`src/logic/bar_pkg.sv`:
```
// package of constants and carrier types for the bit alias remapper
package bar_pkg;
   localparam logic [31:0] BAR_SRAM_BASE = 32'h2000_0000;
   localparam logic [31:0] BAR_PERI_BASE = 32'h4000_0000;
   localparam logic [31:0] BAR_SRAM_ALIAS = 32'h2200_0000;
   localparam logic [31:0] BAR_PERI_ALIAS = 32'h4200_0000;
   localparam int BAR_WIN_POS = 25; // alias window is 32 MB
   localparam int BAR_BYTE_POS = 5; // byte offset times 32
   localparam int BAR_BIT_POS = 2; // bit number times 4
   localparam int BAR_BIT_W = 3;
   localparam int BAR_OFS_W = 20; // 1 MB bit window
   localparam logic [31:0] BAR_RDATA_RST = 32'h0000_0000;

   typedef enum logic [1:0] {
      BAR_SIZE_BYTE = 2'b00,
      BAR_SIZE_HALF = 2'b01,
      BAR_SIZE_WORD = 2'b10
   } bar_size_type;

   typedef enum logic [1:0] {
      BAR_IDLE = 2'b00,
      BAR_READ = 2'b01,
      BAR_WRITE = 2'b10,
      BAR_DONE = 2'b11
   } bar_state_type;

   typedef struct packed {
      logic [31:0] addr;
      logic write;
      logic fetch;
      bar_size_type size;
      logic [31:0] wdata;
   } bar_req_type;

   typedef struct packed {
      logic [31:0] rdata;
      logic error;
   } bar_rsp_type;
endpackage : bar_pkg

```
`src/logic/bar_decode.sv`:
```
// alias window decoder: splits an alias address into target byte and bit
`timescale 1ns/100ps
module bar_decode (
   // request address and kind
   input wire logic [31:0] addr_i,
   input wire logic fetch_i,
   // decode results
   output logic alias_o,
   output logic refuse_o,
   output logic [31:0] byte_addr_o,
   output logic [bar_pkg::BAR_BIT_W-1:0] bit_o
);
   import bar_pkg::*;
   logic in_sram;
   logic in_peri;
   // window hits on the top seven address bits
   assign in_sram = addr_i[31:BAR_WIN_POS] == BAR_SRAM_ALIAS[31:BAR_WIN_POS];
   assign in_peri = addr_i[31:BAR_WIN_POS] == BAR_PERI_ALIAS[31:BAR_WIN_POS];
   assign alias_o = (in_sram || in_peri) && !fetch_i;
   assign refuse_o = in_peri && fetch_i;
   // inverse of base plus byte times 32 plus bit times 4
   assign bit_o = addr_i[BAR_BYTE_POS-1:BAR_BIT_POS];
   assign byte_addr_o = (in_peri ? BAR_PERI_BASE : BAR_SRAM_BASE)
                      | {12'h000, addr_i[BAR_OFS_W+BAR_BYTE_POS-1:BAR_BYTE_POS]};
endmodule : bar_decode

```
`src/logic/bar_lane.sv`:
```
// byte lane helper: reads and rewrites one bit of a little endian word
`timescale 1ns/100ps
module bar_lane (
   // word and target
   input wire logic [31:0] word_i,
   input wire logic [1:0] lane_i,
   input wire logic [bar_pkg::BAR_BIT_W-1:0] bit_i,
   input wire logic value_i,
   // results
   output logic bit_o,
   output logic [31:0] word_o
);
   import bar_pkg::*;
   logic [4:0] pos;
   // byte lane n holds bits 8n+7..8n
   assign pos = {lane_i, bit_i};
   assign bit_o = word_i[pos];
   // only the target bit is replaced
   genvar g;
   generate
      for (g = 0; g < 32; g++) begin : g_bit
         assign word_o[g] = (pos == 5'(g)) ? value_i : word_i[g];
      end
   endgenerate
endmodule : bar_lane

```
`src/logic/bar_remap.sv`:
```
// bit alias remapper between the processor data bus and the memory system
`timescale 1ns/100ps
module bar_remap (
   // clock and reset
   input wire logic clock_i,
   input wire logic rst_b_i,
   input wire logic enable_i,
   // processor side
   input wire logic cpu_valid_i,
   input wire bar_pkg::bar_req_type cpu_req_i,
   output logic cpu_ready_o,
   output bar_pkg::bar_rsp_type cpu_rsp_o,
   // memory side
   output logic mem_valid_o,
   output bar_pkg::bar_req_type mem_req_o,
   input wire logic mem_ready_i,
   input wire logic [31:0] mem_rdata_i
);
   import bar_pkg::*;

   // access flow, one request at a time
   //    direct read or write: idle, one memory phase, done
   //    alias read: idle, read phase, done with 0 or 1 as data
   //    alias write: idle, read phase, write phase, done
   //    refused fetch: idle, done with the error bit, no memory phase
   // alias address layout, per window
   //    bits 24 to 5 give the byte offset inside the 1 MB bit window
   //    bits 4 to 2 give the bit number inside that byte
   //    bits 1 to 0 are dropped, so every alias word names one bit
   // the byte offset lands in the low bits of the memory address, so the
   // memory sees the byte lane in bits 1 to 0 and the size of the request
   // done lasts one cycle and carries the ready strobe to the processor;
   // the processor drops valid in the done cycle, or the request is taken again
   // a low enable stalls the sequencer but not the memory, so enable must
   // not drop while a memory phase is open

   // sequencer state
   bar_state_type state;

   // captured request; alias requests hold the byte address here
   bar_req_type req;
   bar_req_type next_req;
   logic is_alias;
   logic next_is_alias;
   logic rmw;
   logic next_rmw;
   logic [BAR_BIT_W-1:0] tgt_bit;
   logic [BAR_BIT_W-1:0] next_tgt_bit;

   // response registers and their next values
   logic [31:0] rdata;
   logic [31:0] next_rdata;
   logic error;
   logic next_error;

   // write word of a read-modify-write, built in the read phase
   logic [31:0] wr_word;
   logic [31:0] next_wr_word;

   // decode of the incoming request
   logic dec_alias;
   logic dec_refuse;
   logic [31:0] dec_byte;
   logic [BAR_BIT_W-1:0] dec_bit;

   // lane helper inputs and results
   logic [1:0] lane;
   logic new_bit;
   logic lane_bit;
   logic [31:0] lane_word;

   // strobes of the current cycle
   logic idle;
   logic take;
   logic take_ok;
   logic take_refuse;
   logic in_read;
   logic in_write;
   logic in_done;
   logic read_done;
   logic write_done;

   // memory side drive
   logic [31:0] mem_addr;
   logic mem_write;
   logic [31:0] mem_wdata;

   // address decode of the incoming request
   bar_decode u_decode (
      .addr_i(cpu_req_i.addr),
      .fetch_i(cpu_req_i.fetch),
      .alias_o(dec_alias),
      .refuse_o(dec_refuse),
      .byte_addr_o(dec_byte),
      .bit_o(dec_bit)
   );

   // byte lane of the target in the read word, and the value it takes
   assign lane = req.addr[1:0];
   assign new_bit = req.wdata[0];

   // bit extraction and insertion on the memory read data
   bar_lane u_lane (
      .word_i(mem_rdata_i),
      .lane_i(lane),
      .bit_i(tgt_bit),
      .value_i(new_bit),
      .bit_o(lane_bit),
      .word_o(lane_word)
   );

   // a request is taken only while running and idle
   assign idle = (state == BAR_IDLE);
   assign take = enable_i && idle && cpu_valid_i;
   assign take_ok = take && !dec_refuse;
   assign take_refuse = take && dec_refuse;

   // phase decode, and phase completion gated by the clock enable
   assign in_read = (state == BAR_READ);
   assign in_write = (state == BAR_WRITE);
   assign in_done = (state == BAR_DONE);
   assign read_done = enable_i && in_read && mem_ready_i;
   assign write_done = enable_i && in_write && mem_ready_i;

   // next captured request: size and data kept, alias address swapped for the byte address
   always_comb begin
      next_req = cpu_req_i;
      if (dec_alias) begin
         next_req.addr = dec_byte;
      end
   end

   // request register
   always_ff @(posedge clock_i or negedge rst_b_i) begin
      if (!rst_b_i) begin
         req <= '0;
      end else if (take_ok) begin
         req <= next_req;
      end
   end

   // alias flag: picks the response source
   always_comb begin
      next_is_alias = is_alias;
      if (take_ok) begin
         next_is_alias = dec_alias;
      end
   end

   // alias flag register
   always_ff @(posedge clock_i or negedge rst_b_i) begin
      if (!rst_b_i) begin
         is_alias <= 1'b0;
      end else if (enable_i) begin
         is_alias <= next_is_alias;
      end
   end

   // read-modify-write flag: alias writes only, fetches never decode as alias
   always_comb begin
      next_rmw = rmw;
      if (take_ok) begin
         next_rmw = dec_alias && cpu_req_i.write;
      end
   end

   // read-modify-write flag register
   always_ff @(posedge clock_i or negedge rst_b_i) begin
      if (!rst_b_i) begin
         rmw <= 1'b0;
      end else if (enable_i) begin
         rmw <= next_rmw;
      end
   end

   // target bit number within the addressed byte
   always_comb begin
      next_tgt_bit = tgt_bit;
      if (take_ok) begin
         next_tgt_bit = dec_bit;
      end
   end

   // target bit register
   always_ff @(posedge clock_i or negedge rst_b_i) begin
      if (!rst_b_i) begin
         tgt_bit <= '0;
      end else if (enable_i) begin
         tgt_bit <= next_tgt_bit;
      end
   end

   // sequencer: one memory phase, or read then write for alias writes
   always_ff @(posedge clock_i or negedge rst_b_i) begin
      if (!rst_b_i) begin
         state <= BAR_IDLE;
      end else if (enable_i) begin
         case (state)
            BAR_IDLE: begin
               // refused fetches skip the memory entirely
               if (take_refuse) begin
                  state <= BAR_DONE;
               end else if (take_ok) begin
                  state <= BAR_READ;
               end
            end
            BAR_READ: begin
               // direct writes also complete in this phase
               if (read_done) begin
                  state <= rmw ? BAR_WRITE : BAR_DONE;
               end
            end
            BAR_WRITE: begin
               // only alias writes come here, after their read phase
               if (write_done) begin
                  state <= BAR_DONE;
               end
            end
            BAR_DONE: begin
               // ready stands for this one cycle
               state <= BAR_IDLE;
            end
            default: begin
               // unused code, back to idle
               state <= BAR_IDLE;
            end
         endcase
      end
   end

   // response data: cleared on take, loaded at the end of the read phase of a read request
   always_comb begin
      next_rdata = rdata;
      if (take) begin
         next_rdata = BAR_RDATA_RST;
      end else if (read_done && !req.write) begin
         // alias reads answer 0 or 1, direct reads pass the word
         next_rdata = is_alias ? {31'h0000_0000, lane_bit} : mem_rdata_i;
      end
   end

   // response data register
   always_ff @(posedge clock_i or negedge rst_b_i) begin
      if (!rst_b_i) begin
         rdata <= BAR_RDATA_RST;
      end else if (enable_i) begin
         rdata <= next_rdata;
      end
   end

   // error: a refused fetch sets it, any other take clears it
   always_comb begin
      next_error = error;
      if (take) begin
         next_error = dec_refuse;
      end
   end

   // error register
   always_ff @(posedge clock_i or negedge rst_b_i) begin
      if (!rst_b_i) begin
         error <= 1'b0;
      end else if (enable_i) begin
         error <= next_error;
      end
   end

   // write word: the read word with only the target bit replaced, held so the
   // write phase never relies on read data shown by the memory during a write
   always_comb begin
      next_wr_word = wr_word;
      if (read_done && rmw) begin
         next_wr_word = lane_word;
      end
   end

   // write word register
   always_ff @(posedge clock_i or negedge rst_b_i) begin
      if (!rst_b_i) begin
         wr_word <= '0;
      end else if (enable_i) begin
         wr_word <= next_wr_word;
      end
   end

   // memory address: byte address for alias accesses, untouched otherwise
   assign mem_addr = req.addr;

   // write strobe: write phase of an alias write, or the single phase of a direct write
   assign mem_write = in_write || (in_read && !rmw && req.write);

   // write data: rebuilt word in the write phase, processor data otherwise
   assign mem_wdata = in_write ? wr_word : req.wdata;

   // a memory phase is open in the read and write states
   assign mem_valid_o = in_read || in_write;

   // memory request carrier
   always_comb begin
      mem_req_o = req;
      mem_req_o.addr = mem_addr;
      mem_req_o.write = mem_write;
      mem_req_o.wdata = mem_wdata;
   end

   // processor answer: ready for one cycle in done, data from registers
   assign cpu_ready_o = in_done;
   assign cpu_rsp_o.rdata = rdata;
   assign cpu_rsp_o.error = error;
endmodule : bar_remap

```
`config.mk`:
```
export PLATFORM = sky130hd
export DESIGN_NAME = bar_remap
export DESIGN_NICKNAME = d
export VERILOG_FILES = /design/src/logic/bar_pkg.sv /design/src/logic/bar_decode.sv /design/src/logic/bar_lane.sv /design/src/logic/bar_remap.sv
export SDC_FILE = /design/constraint.sdc
export NUM_CORES = 1
export LEC_CHECK = 0
export ABC_AREA = 1
export BUFFER_PORTS_ARGS = -buffer_cell sky130_fd_sc_hd__buf_2
export CORE_MARGIN = 3
export CORE_UTILIZATION = 40
export DETAILED_ROUTE_END_ITERATION = 7
export MAX_ROUTING_LAYER = met4
export SYNTH_ARGS = -nofsm -noshare
export SYNTH_HDL_FRONTEND = slang
export SYNTH_SLANG_ARGS = --single-unit
```
`constraint.sdc`:
```
create_clock -name clock_i -period 2.2 [get_ports clock_i]
set_input_delay 0.11 -clock clock_i [delete_from_list [all_inputs] [get_ports clock_i]]
set_output_delay 0.11 -clock clock_i [all_outputs]
set_load 0.02 [all_outputs]
```
### Yosys cells after proc, flatten, opt, wreduce, memory -nomap -nowiden

Index checks and enable logic that the tools add are counted.

| storage, ports and cells | value |
|---|---|
| logic and storage cells | 129 |
| register bits | 140 |

| cells by class | value |
|---|---|
| bitwise operators | 1 |
| reductions and logical operators | 30 |
| magnitude comparators | 1 |
| equal/unequal tests | 39 |
| multiplexer cells | 46 |

Operators by type and width:

| operator | count |
|---|---|
| 32-bit two-way mux | 5 |
| 5-bit == test (second input constant) | 16 |
| 5-bit by 4-bit == test with 1-bit output (second input constant) | 8 |
| 1-bit two-way mux | 34 |
| 32-bit by 20-bit bitwise OR with 32-bit output | 1 |
| 31-bit two-way mux | 1 |
| 5-bit by 3-bit == test with 1-bit output (second input constant) | 4 |
| 1-bit logical AND | 15 |
| 5-bit by 2-bit == test with 1-bit output (second input constant) | 2 |
| 2-bit two-way mux | 4 |
| 2-bit one-hot mux with 4 select lines | 1 |
| 2-bit AND reduction | 4 |
| 7-bit by 5-bit == test with 1-bit output (second input constant) | 1 |
| 7-bit by 6-bit == test with 1-bit output (second input constant) | 1 |
| 5-bit by 6-bit less-than comparator with 1-bit output (second input constant) | 1 |
| 1-bit binary-select mux with 5-bit select | 1 |
| 5-bit by 1-bit == test with 1-bit output (second input constant) | 1 |
| 5-bit logical NOT | 1 |
| 2-bit == test (second input constant) | 2 |
| 1-bit logical NOT | 4 |
| 2-bit by 1-bit inequality test with 1-bit output (second input constant) | 2 |
| 4-bit AND reduction | 1 |
| 1-bit logical OR | 3 |
| 3-bit by 1-bit inequality test with 1-bit output (second input constant) | 1 |
| 3 further kinds | 3 |

### Depth between registers and ports, before layout

| logic depth | value |
|---|---|
| depth after elaboration | 7 |
| depth in mapped cells | 15 |
| depth with buffers taken out | 13 |

### Hierarchy

Synthesis repeated with hierarchy kept, for this count alone.

| unflattened totals | value |
|---|---|
| cells, all modules | 1066 |
| area, all modules | 7860.0 µm² |

By module, submodules not included:

| module | sequential area each (µm²) | area an instance (µm²) | times used | cells each |
|---|---|---|---|---|
| bar_remap | 3503.4 | 6576.3 | 1 | 803 |
| bar_lane | 0.0 | 929.6 | 1 | 206 |
| bar_decode | 0.0 | 354.1 | 1 | 57 |

### Worst setup path before layout

OpenSTA, ideal clock, no wires.

| timing | value |
|---|---|
| path kind | reg2out |
| start point | reg state[0] |
| end point | out mem_req_o[23] in the netlist's numbering |
| data required time | 2090 ps |
| arrival time | 1566 ps |
| slack | 524 ps |
| stages on the path, launching flop included | 6 |
| path buffers | 1 |
| cells stage by stage | dfrtp_1 inv_1 ha_1 clkinv_1 clkbuf_1 o21ai_0 |

RTL lines:

| element | line | source |
|---|---|---|
| start: declaration | bar_remap.sv:38 | `bar_state_type state;` |
| start signal: assignment | bar_remap.sv:210 | `state <= rmw ? BAR_WRITE : BAR_DONE;` |
| end: declaration | bar_remap.sv:15 | `output bar_pkg::bar_req_type mem_req_o,` |

==> results.md <==
- Status: complete, no violations
- CP Capture Type: primary output
- Share of cells above drive strength 1: 22.68%
- H-Tree Depth: 4
- Die width: 139.8 um
- Cell Area, Synth: 7163 um2
- Final core utilization: 55.30%
- CTS Buf Count: 17
- Max Slew Vio Count: 0
- Leak Pwr: 4.993 nW
- Detail Route Antenna Nets: 0
- Skew-Pair Late Insertion Delay: 420 ps
- Gpl congestion: 0.9267
- Largest net degree at the start of global routing: 66
- Post-synthesis register bit count: 140
- Slew headroom: 49.45%
- Yosys cell types: 29
- Clock slew at reported path FFs: 60 ps
- P&R area growth vs syn: 34.46%
- Fmax: 465.8 MHz
- Final wirelength: 22160 um
- Final Power: 13.85 mW
- Tightest Hold Check Type: input port to register
- Fin Setup TNS: 0 ps
- Row count: 48
- Critical Path Start Type: register
- Worst Path Required: 2090 ps
- Sequential area share after synthesis: 48.91%
- Initial Util: 41.13%
- Antenna Diode Count: 0
- Die Span Y: 139.8 um
- Vias in the first global route: 6580
- Die ar.: 19550 um2
- Syn. warnings: 0
- Drt wl/cell: 15.70 um
- Max-Cap Viols: 0
- Min cycle time layout: 2147 ps
- First-pass GRT wire length: 35330 um
- Endpoints failing setup: 0
- Detailed-route DRC error count: 0
- Initial DRC count: 592
- Worst slew pin tran: 757.4 ps
- Most frequent cells in the layout: nand2_1 (347), buf_2 (206), dfrtp_1 (140)
- Nets: 1283
- Vias per cell: 4.906
- DP Area: 8125 um2
- CP Data Arrival Time: 2040 ps
- Main synth FF type: dfrtp_1
- Port Buf Inserts: 207
- Detailed Routing Iterations Pass 1: 4
- # fillers: 1654
- Crit Path Max Fanout: 23
- Grt total ovfl: 0
- Pwr dens: 1438 nW/um2
- Unrepaired setup endpoints after global routing: no
- IO Pins: 208
- Mapped Cells: 929
- CTS max path bufs: 2
- Initial antenna violation count: 0
- Routed vias: 6923
- Post-Syn Area per Cell: 7.711 um2
- TritonCTS clock tree: done
- Period utilization: 97.58%
- CTS root buf: clkbuf_16
- Final hold vios: 0
- Clock Sinks: 140
- HPWL Detailed: 15070 um
- Async SR Flop Fraction: 100.0%
- VDD IR max: 0.0007217 V
- Fin area: 9632 um2
- Worst clock skew: 8.202 ps
- EDFF count, synth: 0
- Area of the multi-input gates: 2825 um2
- Global-route usage over all layers: 23.22%
- Core footprint: 17420 um2
- Most common cell after layout, fill and taps aside: nand2_1
- FF/Latch Area: 3503 um2
- Syn nets: 1039
- Setup CP Type: register to primary output
- Fin Hold WS: 24.33 ps
cells by family after synthesis:
kind of cell / share of synthesized area (%)
flip-flops: 48.91
buffers and inverters: 11.76
AND/OR/NAND/NOR: 22.39
adder cells (fa/ha/maj): 0.8734
AO/OA/AOI/OAI: 16.07
path summary, 6_finish.rpt:
| kind | start | to | slack [ps] | depth (start not counted) |
|---|---|---|---|---|
| hold reg to reg | req[23] | req[23] | 470 | 2 |
| min in group asynchronous | rst_b_i | rdata[25] | 210 | 2 |
| max in group asynchronous | rst_b_i | mem_req_o[34] | 1350 | 3 |
| setup reg to reg | state[0] | is_alias | 210 | 8 |
| setup / recovery | new_bit | mem_req_o[0] | 50 | 3 |
| hold / removal | mem_rdata_i[13] | wr_word[13] | 20 | 3 |
what timing repair did:
action                                  in CTS  in global routing
endpoints found under the setup margin       1                 66
hold buffers                                85                  0
gates cloned                                 0                  1
hold endpoints to repair                   133                  0
resized for setup                            1                 20
setup buffers                                0                  3
per-stage QoR:
| step | cells | setup WS (ps) |
|---|---|---|
| finish | 1411 | 53.22 |
| global route | 1411 | 0.6628 |
| CTS | 1407 | 21.71 |
| detailed placement | 1290 | 148.9 |
| global placement | 1290 | 225.4 |
| floorplan | 929 | 524.3 |
Yosys cell counts (9+ instances only):
cell / instances / share of area [%]
a21oi_1: 9 / 0.63
buf_2: 13 / 0.91
buf_4: 40 / 4.2
clkbuf_1: 26 / 1.4
dfrtp_1: 140 / 49
inv_1: 72 / 3.8
nand2_1: 347 / 18
nor2_1: 45 / 2.4
nor3_1: 10 / 0.70
o211ai_1: 22 / 2.3
o21ai_0: 129 / 9.0
o21ai_1: 20 / 1.4
o31ai_1: 11 / 1.2
critical path: stages (launching register included):
cell and delay [ps]:
dfrtp_1 580, inv_1 460, o21ai_0 360, buf_2 220
power breakdown:
| part | leakage [nW] | total, mW | internal [mW] | switching (mW) |
|---|---|---|---|---|
| sequential | 1.72 | 4.51 | 3.81 | 0.695 |
| clock | 0.293 | 2.94 | 1.84 | 1.10 |
| combinational | 2.98 | 6.40 | 2.11 | 4.29 |
| total | 4.99 | 13.8 | 7.76 | 6.09 |
flip-flops by register name, indices dropped and copies added (netlist names):
name       flops
tgt_bit        3
mem_addr      32
wr_word       32
is_alias       1
error          1
new_bit        1
rmw            1
req           32
state          2
rdata         32
mem_req_o      3
metal layers:
layer  track usage, %  vias to the layer above  routed length [um]
li1                 -                     3436                   -
met1            33.58                     3228               10700
met2            33.25                      235                9762
met3            4.158                       24                1284
met4            7.343                        0                 416
met5                -                        -                   0
layout make-up:
class / instances / share of cell area (%)
tap: 225 / 2.923
clock buffer: 21 / 4.780
multi-input combinational: 625 / 29.33
inverter: 76 / 3.040
sequential: 140 / 36.37
timing repair buffer: 312 / 21.99
timing repair inverter: 1 / 0.07794
clock inverter: 11 / 1.481
Note: power is estimated with default switching activity, not from simulation.
